`src/logic/fpdc_pkg.sv`:
```
// Constants, types and helpers shared by the download-control block
package fpdc_pkg;

  // ----------------------------------------------------------------
  // Register byte offsets
  // ----------------------------------------------------------------
  localparam logic [7:0] OFS_CCS  = 8'h00;
  localparam logic [7:0] OFS_PRG  = 8'h04;
  localparam logic [7:0] OFS_ERS  = 8'h08;
  localparam logic [7:0] OFS_KEY  = 8'h0C;
  localparam logic [7:0] OFS_DST  = 8'h10;
  localparam logic [7:0] OFS_STAT = 8'h14;

  // ----------------------------------------------------------------
  // Field positions, values after reset and the copy key
  // ----------------------------------------------------------------
  localparam int         BIT_RELOC = 3;
  localparam int         BIT_REQ   = 0;
  localparam int         BIT_SEL   = 0;
  localparam logic [7:0] RST_BYTE  = 8'h00;
  localparam logic [1:0] RST_RSV   = 2'h0;
  localparam logic [7:0] KEY_COPY  = 8'hA5;

  // ----------------------------------------------------------------
  // Vector regions
  // ----------------------------------------------------------------
  localparam logic [23:0] VEC_LO     = 24'h00_0000;
  localparam logic [23:0] VEC_HI     = 24'h00_007F;
  localparam logic [23:0] RAM_VEC_LO = 24'hFF_E080;
  localparam logic [23:0] RAM_VEC_HI = 24'hFF_E0FF;

  // ----------------------------------------------------------------
  // Routine store layout
  // ----------------------------------------------------------------
  localparam logic [3:0] LAST_WORD    = 4'hF;
  localparam logic [7:0] ROM_PRG_BASE = 8'h00;
  localparam logic [7:0] ROM_ERS_BASE = 8'h10;

  typedef enum logic [1:0] {
    CP_IDLE,
    CP_READ,
    CP_WRITE,
    CP_DONE
  } fpdc_cp_state_type;

  function automatic logic fpdc_in_vec(input logic [23:0] a);
    fpdc_in_vec = (a >= VEC_LO) && (a <= VEC_HI);
  endfunction : fpdc_in_vec

endpackage : fpdc_pkg

```
`src/logic/fpdc_copy_engine.sv`:
```
// Copies the chosen routine from the routine store into on-chip RAM
`timescale 1ns/1ps
module fpdc_copy_engine (
  input  wire logic        clk_i,
  input  wire logic        srst_i,
  input  wire logic        start_i,
  input  wire logic        prog_sel_i,
  input  wire logic        ers_sel_i,
  input  wire logic [7:0]  dst_i,
  output logic      [7:0]  rom_addr_o,
  input  wire logic [31:0] rom_data_i,
  output logic             ram_we_o,
  output logic      [11:0] ram_addr_o,
  output logic      [31:0] ram_data_o,
  output logic             busy_o,
  output logic             done_o
);

  fpdc_pkg::fpdc_cp_state_type state_ff, nxt_state;
  logic [7:0]  rom_addr_ff;
  logic [3:0]  idx_ff;
  logic [7:0]  dst_ff;
  logic        ram_we_ff;
  logic [11:0] ram_addr_ff;
  logic [31:0] ram_data_ff;

  wire        one_sel  = prog_sel_i ^ ers_sel_i;
  wire [7:0]  rom_base = prog_sel_i ? fpdc_pkg::ROM_PRG_BASE
                                    : fpdc_pkg::ROM_ERS_BASE;
  wire        last     = idx_ff == fpdc_pkg::LAST_WORD;
  wire        go_write = state_ff == fpdc_pkg::CP_WRITE;

  always_comb begin
    nxt_state = state_ff;
    case (state_ff)
      fpdc_pkg::CP_IDLE: begin
        if (start_i) begin
          nxt_state = one_sel ? fpdc_pkg::CP_READ
                              : fpdc_pkg::CP_DONE;
        end
      end
      fpdc_pkg::CP_READ:  nxt_state = fpdc_pkg::CP_WRITE;
      fpdc_pkg::CP_WRITE: begin
        nxt_state = last ? fpdc_pkg::CP_DONE : fpdc_pkg::CP_READ;
      end
      fpdc_pkg::CP_DONE:  nxt_state = fpdc_pkg::CP_IDLE;
      default:            nxt_state = fpdc_pkg::CP_IDLE;
    endcase
  end

  always_ff @(posedge clk_i) begin
    if (srst_i) begin
      state_ff    <= fpdc_pkg::CP_IDLE;
      rom_addr_ff <= fpdc_pkg::RST_BYTE;
      idx_ff      <= 4'h0;
      dst_ff      <= fpdc_pkg::RST_BYTE;
      ram_we_ff   <= 1'b0;
      ram_addr_ff <= 12'h000;
      ram_data_ff <= 32'h0000_0000;
    end else begin
      state_ff  <= nxt_state;
      ram_we_ff <= go_write;
      if (state_ff == fpdc_pkg::CP_IDLE && start_i) begin
        rom_addr_ff <= rom_base;
        idx_ff      <= 4'h0;
        dst_ff      <= dst_i;
      end
      if (go_write) begin
        ram_addr_ff <= {dst_ff, idx_ff};
        ram_data_ff <= rom_data_i;
        idx_ff      <= idx_ff + 4'h1;
        rom_addr_ff <= rom_addr_ff + 8'h01;
      end
    end
  end

  assign rom_addr_o = rom_addr_ff;
  assign ram_we_o   = ram_we_ff;
  assign ram_addr_o = ram_addr_ff;
  assign ram_data_o = ram_data_ff;
  assign busy_o     = state_ff != fpdc_pkg::CP_IDLE;
  assign done_o     = state_ff == fpdc_pkg::CP_DONE;

  // ----------------------------------------------------------------
  // Checks
  // ----------------------------------------------------------------
  logic [4:0] wr_cnt_ff;
  always_ff @(posedge clk_i) begin
    if (srst_i || (state_ff == fpdc_pkg::CP_IDLE)) begin
      wr_cnt_ff <= 5'h00;
    end else if (ram_we_ff) begin
      wr_cnt_ff <= wr_cnt_ff + 5'h01;
    end
  end

  property p_all_words;
    @(posedge clk_i) disable iff (srst_i)
    done_o && ram_we_ff |-> wr_cnt_ff == 5'h0F;
  endproperty
  a_all_words: assert property (p_all_words)
    else $error("copy ended before the last word was stored");

  property p_bad_sel;
    @(posedge clk_i) disable iff (srst_i)
    (state_ff == fpdc_pkg::CP_IDLE) && start_i && !one_sel
      |=> done_o && !ram_we_o ##1 !busy_o && !ram_we_o;
  endproperty
  a_bad_sel: assert property (p_bad_sel)
    else $error("invalid selection wrote ram");

endmodule : fpdc_copy_engine

```
`src/logic/fpdc_top.sv`:
```
// Code control register, copy request guard and AXI4-Lite slave
`timescale 1ns/1ps

// Summary of operation
// - Relocation on: vector fetches go to RAM H'FFE080 to H'FFE0FF.
// - Only vector region H'000000 to H'00007F, vectors up to 31, moves.
// - Relocation off: vector table location is left untouched.
// - Bits 2 and 1 reserved, read/write, reset zero, written as zero.
// - Copy request set copies the selected routine to destination RAM.
// - Request sets only with key H'A5 and code running from RAM.
// - Request bit clears itself when the copy has finished.
// - Request bit is write-only and always reads as zero.
// - Writing zero to the request bit starts no transfer.
// - Program select bit picks program routine; cleared on completion.
// - Erase select bit picks erase routine; cleared on completion.
// - Eight-bit byte registers, cleared by reset and hardware standby.
module fpdc_top (
  input  wire logic        REF_CLK_I,
  input  wire logic        RSTN_I,
  input  wire logic        HW_STANDBY_I,
  input  wire logic        EXEC_FROM_RAM_I,
  input  wire logic [7:0]  S_AXI_AWADDR_I,
  input  wire logic        S_AXI_AWVALID_I,
  output logic             S_AXI_AWREADY_O,
  input  wire logic [31:0] S_AXI_WDATA_I,
  input  wire logic [3:0]  S_AXI_WSTRB_I,
  input  wire logic        S_AXI_WVALID_I,
  output logic             S_AXI_WREADY_O,
  output logic      [1:0]  S_AXI_BRESP_O,
  output logic             S_AXI_BVALID_O,
  input  wire logic        S_AXI_BREADY_I,
  input  wire logic [7:0]  S_AXI_ARADDR_I,
  input  wire logic        S_AXI_ARVALID_I,
  output logic             S_AXI_ARREADY_O,
  output logic      [31:0] S_AXI_RDATA_O,
  output logic      [1:0]  S_AXI_RRESP_O,
  output logic             S_AXI_RVALID_O,
  input  wire logic        S_AXI_RREADY_I,
  input  wire logic        VEC_FETCH_I,
  input  wire logic [23:0] VEC_ADDR_I,
  output logic      [23:0] VEC_ADDR_O,
  output logic             VEC_RELOCATED_O,
  output logic      [7:0]  ROM_ADDR_O,
  input  wire logic [31:0] ROM_DATA_I,
  output logic             RAM_WE_O,
  output logic      [11:0] RAM_ADDR_O,
  output logic      [31:0] RAM_DATA_O,
  output logic             COPY_BUSY_O
);

  // ----------------------------------------------------------------
  // Reset and standby
  // ----------------------------------------------------------------
  logic stby_s1_ff;
  logic stby_s2_ff;
  always_ff @(posedge REF_CLK_I) begin
    if (!RSTN_I) begin
      stby_s1_ff <= 1'b0;
      stby_s2_ff <= 1'b0;
    end else begin
      stby_s1_ff <= HW_STANDBY_I;
      stby_s2_ff <= stby_s1_ff;
    end
  end
  wire srst = !RSTN_I || stby_s2_ff;

  // ----------------------------------------------------------------
  // AXI4-Lite write path
  // ----------------------------------------------------------------
  logic        aw_hold_ff;
  logic        w_hold_ff;
  logic [7:0]  aw_addr_ff;
  logic [7:0]  w_byte_ff;
  logic        w_lane_ff;
  logic        bvalid_ff;
  logic [1:0]  bresp_ff;

  wire aw_take = S_AXI_AWVALID_I && S_AXI_AWREADY_O;
  wire w_take  = S_AXI_WVALID_I && S_AXI_WREADY_O;
  wire wr_go   = aw_hold_ff && w_hold_ff && !bvalid_ff;
  wire wr_en   = wr_go && w_lane_ff;

  wire wr_ccs  = wr_en && (aw_addr_ff == fpdc_pkg::OFS_CCS);
  wire wr_prg  = wr_en && (aw_addr_ff == fpdc_pkg::OFS_PRG);
  wire wr_ers  = wr_en && (aw_addr_ff == fpdc_pkg::OFS_ERS);
  wire wr_key  = wr_en && (aw_addr_ff == fpdc_pkg::OFS_KEY);
  wire wr_dst  = wr_en && (aw_addr_ff == fpdc_pkg::OFS_DST);

  function automatic logic mapped(input logic [7:0] a);
    mapped = (a == fpdc_pkg::OFS_CCS) || (a == fpdc_pkg::OFS_PRG) ||
             (a == fpdc_pkg::OFS_ERS) || (a == fpdc_pkg::OFS_KEY) ||
             (a == fpdc_pkg::OFS_DST) || (a == fpdc_pkg::OFS_STAT);
  endfunction : mapped

  assign S_AXI_AWREADY_O = !aw_hold_ff && !bvalid_ff;
  assign S_AXI_WREADY_O  = !w_hold_ff && !bvalid_ff;

  always_ff @(posedge REF_CLK_I) begin
    if (srst) begin
      aw_hold_ff <= 1'b0;
      w_hold_ff  <= 1'b0;
      aw_addr_ff <= fpdc_pkg::RST_BYTE;
      w_byte_ff  <= fpdc_pkg::RST_BYTE;
      w_lane_ff  <= 1'b0;
      bvalid_ff  <= 1'b0;
      bresp_ff   <= 2'b00;
    end else begin
      if (aw_take) begin
        aw_hold_ff <= 1'b1;
        aw_addr_ff <= S_AXI_AWADDR_I;
      end
      if (w_take) begin
        w_hold_ff <= 1'b1;
        w_byte_ff <= S_AXI_WDATA_I[7:0];
        w_lane_ff <= S_AXI_WSTRB_I[0];
      end
      if (wr_go) begin
        aw_hold_ff <= 1'b0;
        w_hold_ff  <= 1'b0;
        bvalid_ff  <= 1'b1;
        bresp_ff   <= mapped(aw_addr_ff) ? 2'b00 : 2'b10;
      end else if (S_AXI_BREADY_I) begin
        bvalid_ff <= 1'b0;
      end
    end
  end

  assign S_AXI_BVALID_O = bvalid_ff;
  assign S_AXI_BRESP_O  = bresp_ff;

  // ----------------------------------------------------------------
  // Control registers
  // ----------------------------------------------------------------
  logic       reloc_ff;
  logic [1:0] rsv_ff;
  logic       req_ff;
  logic       prog_sel_ff;
  logic       ers_sel_ff;
  logic [7:0] key_ff;
  logic [7:0] dst_ff;
  logic       copy_done;

  wire req_set = wr_ccs && w_byte_ff[fpdc_pkg::BIT_REQ] && !req_ff &&
                 (key_ff == fpdc_pkg::KEY_COPY) &&
                 EXEC_FROM_RAM_I;

  always_ff @(posedge REF_CLK_I) begin
    if (srst) begin
      reloc_ff    <= 1'b0;
      rsv_ff      <= fpdc_pkg::RST_RSV;
      req_ff      <= 1'b0;
      prog_sel_ff <= 1'b0;
      ers_sel_ff  <= 1'b0;
      key_ff      <= fpdc_pkg::RST_BYTE;
      dst_ff      <= fpdc_pkg::RST_BYTE;
    end else begin
      if (wr_ccs) begin
        reloc_ff <= w_byte_ff[fpdc_pkg::BIT_RELOC];
        rsv_ff   <= w_byte_ff[2:1];
      end
      if (req_set) begin
        req_ff <= 1'b1;
      end else if (copy_done) begin
        req_ff <= 1'b0;
      end
      if (wr_prg) begin
        prog_sel_ff <= w_byte_ff[fpdc_pkg::BIT_SEL];
      end else if (copy_done) begin
        prog_sel_ff <= 1'b0;
      end
      if (wr_ers) begin
        ers_sel_ff <= w_byte_ff[fpdc_pkg::BIT_SEL];
      end else if (copy_done) begin
        ers_sel_ff <= 1'b0;
      end
      if (wr_key) begin
        key_ff <= w_byte_ff;
      end
      if (wr_dst) begin
        dst_ff <= w_byte_ff;
      end
    end
  end

  // ----------------------------------------------------------------
  // AXI4-Lite read path
  // ----------------------------------------------------------------
  logic        rvalid_ff;
  logic [31:0] rdata_ff;
  logic [1:0]  rresp_ff;

  wire       ar_take  = S_AXI_ARVALID_I && S_AXI_ARREADY_O;
  wire [7:0] ccs_view = {4'h0, reloc_ff, rsv_ff, 1'b0};
  wire [7:0] rd_byte  =
    (S_AXI_ARADDR_I == fpdc_pkg::OFS_CCS)  ? ccs_view :
    (S_AXI_ARADDR_I == fpdc_pkg::OFS_PRG)  ? {7'h00, prog_sel_ff} :
    (S_AXI_ARADDR_I == fpdc_pkg::OFS_ERS)  ? {7'h00, ers_sel_ff} :
    (S_AXI_ARADDR_I == fpdc_pkg::OFS_KEY)  ? key_ff :
    (S_AXI_ARADDR_I == fpdc_pkg::OFS_DST)  ? dst_ff :
    (S_AXI_ARADDR_I == fpdc_pkg::OFS_STAT) ? {7'h00, COPY_BUSY_O} :
                                             fpdc_pkg::RST_BYTE;

  assign S_AXI_ARREADY_O = !rvalid_ff;

  always_ff @(posedge REF_CLK_I) begin
    if (srst) begin
      rvalid_ff <= 1'b0;
      rdata_ff  <= 32'h0000_0000;
      rresp_ff  <= 2'b00;
    end else if (ar_take) begin
      rvalid_ff <= 1'b1;
      rdata_ff  <= {24'h00_0000, rd_byte};
      rresp_ff  <= mapped(S_AXI_ARADDR_I) ? 2'b00 : 2'b10;
    end else if (S_AXI_RREADY_I) begin
      rvalid_ff <= 1'b0;
    end
  end

  assign S_AXI_RVALID_O = rvalid_ff;
  assign S_AXI_RDATA_O  = rdata_ff;
  assign S_AXI_RRESP_O  = rresp_ff;

  // ----------------------------------------------------------------
  // Vector relocation and routine copy
  // ----------------------------------------------------------------
  fpdc_vec_remap u_remap (
    .clk_i        (REF_CLK_I),
    .srst_i       (srst),
    .reloc_i      (reloc_ff),
    .fetch_i      (VEC_FETCH_I),
    .addr_i       (VEC_ADDR_I),
    .addr_o       (VEC_ADDR_O),
    .redirected_o (VEC_RELOCATED_O)
  );

  fpdc_copy_engine u_copy (
    .clk_i      (REF_CLK_I),
    .srst_i     (srst),
    .start_i    (req_set),
    .prog_sel_i (prog_sel_ff),
    .ers_sel_i  (ers_sel_ff),
    .dst_i      (dst_ff),
    .rom_addr_o (ROM_ADDR_O),
    .rom_data_i (ROM_DATA_I),
    .ram_we_o   (RAM_WE_O),
    .ram_addr_o (RAM_ADDR_O),
    .ram_data_o (RAM_DATA_O),
    .busy_o     (COPY_BUSY_O),
    .done_o     (copy_done)
  );

  // ----------------------------------------------------------------
  // Checks
  // ----------------------------------------------------------------
  property p_req_guard;
    @(posedge REF_CLK_I) disable iff (srst)
    $rose(req_ff) |-> $past(key_ff) == fpdc_pkg::KEY_COPY &&
                      $past(EXEC_FROM_RAM_I) && $past(wr_ccs);
  endproperty
  a_req_guard: assert property (p_req_guard)
    else $error("copy request set without key or ram execution");

  property p_zero_no_start;
    @(posedge REF_CLK_I) disable iff (srst)
    wr_ccs && !w_byte_ff[0] && !req_ff |=> !req_ff && !COPY_BUSY_O;
  endproperty
  a_zero_no_start: assert property (p_zero_no_start)
    else $error("writing zero started a copy");

  property p_start_copy;
    @(posedge REF_CLK_I) disable iff (srst)
    req_set |=> COPY_BUSY_O && req_ff;
  endproperty
  a_start_copy: assert property (p_start_copy)
    else $error("accepted request did not start the copy");

  property p_clear_done;
    @(posedge REF_CLK_I) disable iff (srst)
    copy_done |=> !req_ff ##1 !COPY_BUSY_O;
  endproperty
  a_clear_done: assert property (p_clear_done)
    else $error("request bit not cleared after copy");

  property p_read_zero;
    @(posedge REF_CLK_I) disable iff (srst)
    ar_take && S_AXI_ARADDR_I == fpdc_pkg::OFS_CCS |=> !S_AXI_RDATA_O[0];
  endproperty
  a_read_zero: assert property (p_read_zero)
    else $error("copy request bit read as one");

  property p_prg_clear;
    @(posedge REF_CLK_I) disable iff (srst)
    copy_done && !wr_prg |=> !prog_sel_ff;
  endproperty
  a_prg_clear: assert property (p_prg_clear)
    else $error("program select kept after copy");

  property p_ers_clear;
    @(posedge REF_CLK_I) disable iff (srst)
    copy_done && !wr_ers |=> !ers_sel_ff;
  endproperty
  a_ers_clear: assert property (p_ers_clear)
    else $error("erase select kept after copy");

  property p_reset_clear;
    @(posedge REF_CLK_I)
    $past(srst) |-> rsv_ff == fpdc_pkg::RST_RSV && !reloc_ff &&
                    !req_ff && key_ff == fpdc_pkg::RST_BYTE;
  endproperty
  a_reset_clear: assert property (p_reset_clear)
    else $error("control register not cleared by reset");

  c_copy_run: cover property (@(posedge REF_CLK_I) disable iff (srst)
    req_set ##[1:60] copy_done);
  c_reloc_fetch: cover property (@(posedge REF_CLK_I) disable iff (srst)
    VEC_RELOCATED_O);
  c_key_refused: cover property (@(posedge REF_CLK_I) disable iff (srst)
    wr_ccs && w_byte_ff[0] && key_ff != fpdc_pkg::KEY_COPY);

endmodule : fpdc_top

```
`src/logic/fpdc_vec_remap.sv`:
```
// Interrupt vector fetch address relocation
`timescale 1ns/1ps
module fpdc_vec_remap (
  input  wire logic        clk_i,
  input  wire logic        srst_i,
  input  wire logic        reloc_i,
  input  wire logic        fetch_i,
  input  wire logic [23:0] addr_i,
  output logic      [23:0] addr_o,
  output logic             redirected_o
);

  logic [23:0] addr_ff;
  logic        redir_ff;
  wire         hit      = reloc_i && fetch_i && fpdc_pkg::fpdc_in_vec(addr_i);
  wire  [23:0] ram_addr = fpdc_pkg::RAM_VEC_LO | {17'h0_0000, addr_i[6:0]};
  wire  [23:0] nxt_addr = hit ? ram_addr : addr_i;

  always_ff @(posedge clk_i) begin
    if (srst_i) begin
      addr_ff  <= fpdc_pkg::VEC_LO;
      redir_ff <= 1'b0;
    end else begin
      addr_ff  <= nxt_addr;
      redir_ff <= hit;
    end
  end

  assign addr_o       = addr_ff;
  assign redirected_o = redir_ff;

  // ----------------------------------------------------------------
  // Checks
  // ----------------------------------------------------------------
  property p_reloc_ram;
    @(posedge clk_i) disable iff (srst_i)
    hit |=> addr_o >= fpdc_pkg::RAM_VEC_LO &&
            addr_o <= fpdc_pkg::RAM_VEC_HI &&
            addr_o[6:0] == $past(addr_i[6:0]);
  endproperty
  a_reloc_ram: assert property (p_reloc_ram)
    else $error("relocated vector outside ram table");

  property p_reloc_only_low;
    @(posedge clk_i) disable iff (srst_i)
    !fpdc_pkg::fpdc_in_vec(addr_i) |=> addr_o == $past(addr_i);
  endproperty
  a_reloc_only_low: assert property (p_reloc_only_low)
    else $error("address outside vector region was altered");

  property p_no_reloc;
    @(posedge clk_i) disable iff (srst_i)
    !reloc_i |=> addr_o == $past(addr_i) && !redirected_o;
  endproperty
  a_no_reloc: assert property (p_no_reloc)
    else $error("vector moved while relocation off");

endmodule : fpdc_vec_remap

```
`config.mk`:
```
export PLATFORM = sky130hd
export DESIGN_NAME = fpdc_top
export DESIGN_NICKNAME = d
export VERILOG_FILES = /design/src/logic/fpdc_pkg.sv /design/src/logic/fpdc_copy_engine.sv /design/src/logic/fpdc_top.sv /design/src/logic/fpdc_vec_remap.sv
export SDC_FILE = /design/constraint.sdc
export NUM_CORES = 1
export LEC_CHECK = 0
export BUFFER_PORTS_ARGS = -buffer_cell sky130_fd_sc_hd__buf_2
export CAP_MARGIN = 20
export CORE_ASPECT_RATIO = 0.6
export CORE_UTILIZATION = 24
export CTS_CLUSTER_DIAMETER = 30
export CTS_CLUSTER_SIZE = 10
export DETAILED_ROUTE_END_ITERATION = 10
export PLACE_DENSITY = 0.55
export SKIP_CTS_REPAIR_TIMING = 1
export SYNTH_ARGS = -nofsm -noshare
export SYNTH_HDL_FRONTEND = slang
export SYNTH_SLANG_ARGS = --single-unit
```
`constraint.sdc`:
```
create_clock -name REF_CLK_I -period 1.54 [get_ports REF_CLK_I]
set_clock_uncertainty 0.05 [all_clocks]
set_input_delay 0.308 -clock REF_CLK_I [delete_from_list [all_inputs] [get_ports REF_CLK_I]]
set_output_delay 0.308 -clock REF_CLK_I [all_outputs]
set_load 0.03 [all_outputs]
```
==> results of run 1 <==
cells in the mapped netlist, types with 7 or more instances:
library cell / n
buf_4: 26
nor3_1: 10
nor2_1: 21
a22oi_1: 7
a21oi_1: 79
inv_1: 8
o21a_1: 15
o21ai_0: 19
dfxtp_1: 147
nand2_1: 163
and2_1: 15
clkbuf_1: 20
nand4_1: 12
buf_1: 11
mux2i_1: 17
nand3_1: 13
cells by family (layout without fill, tap and decap cells):
kind of cell	after synthesis	in the layout	share of synthesized area, %
AND/OR/NAND/NOR	278	278	23.3
AO/OA/AOI/OAI	149	149	15.4
flip-flops	147	147	51.0
buffers and inverters	70	288	6.46
multiplexers	17	17	2.95
XOR/XNOR	3	3	0.456
adder cells (fa/ha/maj)	2	2	0.434
other	1	26	0.0650
cell type report:
type | count | area share (%)
clock buffer | 21 | 5.47
tap | 315 | 4.79
inverter | 8 | 0.365
multi-input combinational | 475 | 33.4
timing repair buffer | 248 | 18.7
sequential | 147 | 36.0
clock inverter | 11 | 1.25
registers in the layout, summed over array words and instances (netlist names), 2 cells and up:
| name | cells |
|---|---|
| u_remap.addr_o | 24 |
| u_copy.ram_data_o | 32 |
| S_AXI_RDATA_O | 8 |
| u_copy.ram_addr_o | 12 |
| aw_addr_ff | 8 |
| dst_ff | 8 |
| u_copy.rom_addr_o | 8 |
| u_copy.state_ff | 2 |
| w_byte_ff | 8 |
| u_copy.dst_ff | 8 |
| key_ff | 8 |
| u_copy.idx_ff | 4 |
| rsv_ff | 2 |
how the worst max path moves through the flow:
stage	start	to	depth (start not counted)
floorplan	S_AXI_BVALID_O$_SDFFE_PP0P_	u_copy.dst_ff[6]$_SDFFE_PP0P_	5
global placement	EXEC_FROM_RAM_I	u_copy.rom_addr_o[3]$_SDFFE_PP0P_	6
detailed placement	EXEC_FROM_RAM_I	u_copy.rom_addr_o[5]$_SDFFE_PP0P_	6
CTS	aw_addr_ff[7]$_SDFFE_PP0P_	u_copy.rom_addr_o[3]$_SDFFE_PP0P_	6
global route	aw_addr_ff[7]$_SDFFE_PP0P_	u_copy.rom_addr_o[7]$_SDFFE_PP0P_	5
finish	aw_addr_ff[7]$_SDFFE_PP0P_	u_copy.rom_addr_o[7]$_SDFFE_PP0P_	5
metrics by stage:
stage               power [mW]  setup TNS, ps  worst slack (ps)  cells  hold WS (ps)
floorplan                 4.53          -2260             -96.1    692           362
global placement          4.87          -7060              -235   1192           389
CTS                       8.86          -7040              -233   1224         -7.33
detailed placement        4.88          -7740              -249   1192           379
global route              9.18          -6190              -287   1225          2.01
finish                    8.81          -4260              -239   1225          20.4
critical path, stage by stage, from the launching register on:
cell,delay (ps)
dfxtp_4,350
nor4_4,370
nand2_2,170
buf_4,200
o311ai_0,360
o211ai_1,140
layer usage:
metal  vias to the layer above  global-route usage [%]
li1                       2718                       -
met1                      2515                    20.2
met2                       175                    20.1
met3                        21                    7.06
met4                         6                    5.26
met5                         -                       0
placed cells by master (no fill, tap or decap), types with 8 or more instances in the layout:
master | Yosys | routed
mux2i_1 | 17 | 16
buf_2 | 4 | 181
nor3_1 | 10 | 9
buf_12 | 0 | 8
clkbuf_16 | 0 | 17
a21oi_1 | 79 | 77
nand4_1 | 12 | 12
o21a_1 | 15 | 15
nand2_1 | 163 | 163
and2_1 | 15 | 15
conb_1 | 1 | 26
buf_6 | 1 | 8
nand3_1 | 13 | 12
dfxtp_1 | 147 | 134
nor2_1 | 21 | 18
buf_4 | 26 | 50
dfxtp_2 | 0 | 10
power groups by stage:
| stage | registers, mW | logic (mW) | clock network (mW) |
|---|---|---|---|
| finish | 3.93 | 0.931 | 3.95 |
| floorplan | 4.09 | 0.442 | 0 |
| global route | 3.94 | 1.01 | 4.24 |
| detailed placement | 4.01 | 0.863 | 0 |
| CTS | 3.93 | 0.866 | 4.07 |
| global placement | 4.01 | 0.860 | 0 |
==> run metrics, run 1 <==
Syn. warnings 0; Hold/Removal Path Class primary input to register; worst-skew pair later-pin latency 430 ps; RR Endpoint u_copy.rom_addr_o[7]$_SDFFE_PP0P_; io pins between 200 and 250; top cell type's share of synthesized area about half; Post-Route WL 17.9 mm; vias per inst ~4.4; Tcrit/Tclk final 116%; Yosys reg bits ~150; startpoint types register; dominant synthesized flop cell dfxtp_1; vias in the first global route 5,151; TritonRoute pass-1 iters 4; leading area contributor after synthesis dfxtp_1; Clock power frac 44.8%; DP Area approximately 0.0075 mm²; Layout area overhead 42.8%; pwr/cell area ~1100 mW/mm²; beginning of the worst hold path VEC_ADDR_I[0]; Core Area ~0.023 mm²; largest net degree at the start of global routing 45; drt drc 0; Setup CP Type register to register; max-cap violations 0; Reg area about 0.0030 mm²; die width about 200 µm; top routing layer in use met5; Synth async-reset ratio 0%; setup repair after global routing missed its margin true; sequential-to-total area share from yosys stat about half; Slew Limit Fails 0; nets slightly above 1,000; R2R Setup Slk -240 ps; P_int ~6.5 mW; Crit. End Element register; Initial Utilization roughly a quarter; synthesized area around 0.0058 mm²; area of the multi-input gates 0.00275 mm²; crit path DAT between 2000 and 2500 ps; final setup vio count 28; Worst VDD drop 958 µV; initial drt markers between 200 and 250; initial antenna violation count 5; Final HPWL DP ~13 mm; data required time of the worst path 1790 ps; Worst-Margin Slew between 500 and 600 ps; DIE HEIGHT 122 µm; Yosys cell types between 50 and 60; count of standard-cell rows 43; first-pass GRT wire length 27.8 mm; final antenna-violating net count 0; Final Core Density 35.3%; clock slew at reported path FFs approximately 60 ps; # clock sinks ~150; switch share 26.1%; hold depth 2; gr ovfl total 0; DR WL/cell around 15 µm; outcome finished with violations; total track usage 14.9%; Slew headroom between 60 and 70%; Total Die Area between 0.02 and 0.025 mm²; clock buffer count from CTS 17; Metal-1 WL 8.94 mm; Worst Hold End u_remap.addr_o[0]$_SDFF_PP0_; RePlAce Congestion 0.857; failing checks setup timing; DR WL met3 ~1.7 mm; Lkg Pwr 3.49 nW; Max Fclk 0.562 GHz; Max Buffers Root-to-Sink 2; Diodes inserted 0; met2 wire length 7.00 mm; P_sw ~2.3 mW; largest cells by area after synthesis dfxtp_1 51%, nand2_1 11%, a21oi_1 6.9%; root buffer cell clkbuf_16; logic gate share of total power 10.6%; r2r worst-path depth 5; Period minus WS final approximately 1800 ps; H-tree depth 4; number of fill cells in the layout about 2,500; final hold violations 0; EDFF count, synth 0; IO Port Bufs ~180; mean post-synth cell area about 8.6 µm²; CTS tree yes; post-route setup slack -239 ps; sequential share of power 44.6%; Max FO, Critical Path 5; Syn Inst Count between 600 and 700; ratio of cells with drive above 1 in the final layout 36.5%; vias post-DR around 5,400; r2r startpoint aw_addr_ff[7]$_SDFFE_PP0P_; fin area ~0.0082 mm²
(Power assumes the default switching activity.)
==> run 2, diff against run 1 <==
==> constraint.sdc (replaced) <==
create_clock -name REF_CLK_I -period 1.54 [get_ports REF_CLK_I]
set_clock_uncertainty 0.05 [all_clocks]
set_input_delay 0.077 -clock REF_CLK_I [delete_from_list [all_inputs] [get_ports REF_CLK_I]]
set_output_delay 0.077 -clock REF_CLK_I [all_outputs]
set_load 0.03 [all_outputs]
==> run 2 against run 1 <==
Worst hold slack better by 28 ps. Non-clock buffer count up 71. Clock power up 10%. Design area grew 9.0%. Combinational power is 12% higher. Sequential share of layout area fell by 3.0 points. The run still ends with setup timing left. Sequential power barely moved. First-iteration DRC count up 25%. Register-to-register slack better by 160 ps.
==> run metrics, run 2 (synthesis gave the netlist of run 1 again) <==
DIE HEIGHT approximately 120 µm; most frequent cells in the layout 182 x buf_2, 163 x nand2_1, 137 x dfxtp_1; Post-Route WL 19.1 mm; Core Area approximately 0.023 mm²; Max FO, Critical Path 4; IO Port Bufs about 180; initial drt markers 295; clock slew at reported path FFs approximately 60 ps; Worst VDD drop roughly 780 µV; nets 1,088; total track usage approximately 15%; max reg flops 32; H-tree depth 4; die width ~200 µm; Lkg Pwr between 3 and 4 nW; area of the multi-input gates 0.00271 mm²; clock buffer count from CTS 17; Layout area overhead 55.6%; startpoint types register; Setup CP Type register to register; failing checks setup timing; initial antenna violation count 1; data required time of the worst path 1820 ps; total power a little over 9 mW; number of fill cells in the layout 2,362; pwr/cell area 1040 mW/mm²; setup repair after global routing missed its margin true; drt drc 0; DR WL/cell 14.8 µm; post-route setup slack -76.6 ps; final antenna-violating net count 0; Max Buffers Root-to-Sink 2; Crit. End Element register; crit path DAT ~1900 ps; ratio of cells with drive above 1 in the final layout a little under a third; final setup vio count 18; # clock sinks about 150; Period minus WS final ~1600 ps; vias in the first global route 4,995; TritonRoute pass-1 iters 5; root buffer cell clkbuf_16; Max Fclk slightly above 0.6 GHz; count of standard-cell rows between 40 and 50; Reg area about 0.0030 mm²; Initial Utilization between 20% and 30%; first-pass GRT wire length around 27 mm; Tcrit/Tclk final 105%; Hold/Removal Path Class primary input to register; vias per inst about 4.5; Total Die Area 0.0247 mm²; worst-skew pair later-pin latency between 400 and 500 ps; gr ovfl total 0; RePlAce Congestion around 0.8; Slew Limit Fails 0; final hold violations 0; pre-CTS WS -152 ps; max-cap violations 0; vias post-DR approximately 5,800; outcome finished with violations; Final HPWL DP 13.5 mm; commonest non-fill, non-tap cell in the layout buf_2; largest net degree at the start of global routing 50; CTS tree yes; io pins approximately 240
## run 2: cell types whose count changed in the layout (fill, tap and decap cells not counted), moves of 3 or more
cell	change
dlygate4sd3_1	+81
buf_4	-10
o21ai_2	-5
o21ai_0	+4
dfxtp_1	+3
inv_6	-3
## run 2: critical path, cell delays in order, from the launching register on
cell and delay, ps:
dfxtp_2 340, nor4_4 310, nand2_2 180, or3_4 390, a311oi_2 250
## run 2: worst paths after layout
| check | cells past startpoint | slack [ps] | from | endpoint |
|---|---|---|---|---|
| worst max-delay path | 4 | -80 | aw_addr_ff[7]$_SDFFE_PP0P_ | u_copy.rom_addr_o[4]$_SDFFE_PP0P_ |
| worst min-delay path | 4 | 50 | S_AXI_ARADDR_I[1] | S_AXI_RRESP_O[1]$_SDFFE_PP0P_ |
| worst max register to register | 4 | -80 | aw_addr_ff[7]$_SDFFE_PP0P_ | u_copy.rom_addr_o[4]$_SDFFE_PP0P_ |
| worst min register to register | 1 | 380 | stby_s1_ff$_SDFF_PN0_ | stby_s2_ff$_SDFF_PN0_ |
## run 2: stage by stage
| step | instance area, µm² | cells | setup TNS [ps] | hold WS (ps) | utilization (%) |
|---|---|---|---|---|---|
| after floorplan | 5900 | 692 | -2020 | 149 | - |
| after global placement | 7380 | 1181 | -931 | 228 | 31.6 |
| after detailed placement | 7380 | 1181 | -1760 | 236 | 31.6 |
| after CTS | 7990 | 1212 | -2010 | -219 | 34.2 |
| after global routing | 8970 | 1296 | -3150 | 61.5 | 38.4 |
| final | 8970 | 1296 | -652 | 48.0 | 38.4 |
## run 2: report_power, final
group	leakage (nW)	internal [mW]	switching [mW]	total (mW)
Combinational	2.32	0.448	0.588	1.04
Sequential	1.20	3.88	0.0538	3.93
Clock	0.294	2.72	1.64	4.36
Total	3.81	7.05	2.28	9.33
## run 2: final cells by class
cell class	instances	area share [%]
timing repair buffer	319	25.3
clock inverter	8	1.38
clock buffer	23	5.45
antenna	1	0.0279
tap	315	4.39
sequential	147	33.0
inverter	8	0.335
multi-input combinational	475	30.2
## run 2: routing by layer
metal	part of all wire, %	GRT usage [%]
met5	0	0
met4	1.3	4.09
met3	8.1	5.99
met2	42	20.9
met1	49	20.1
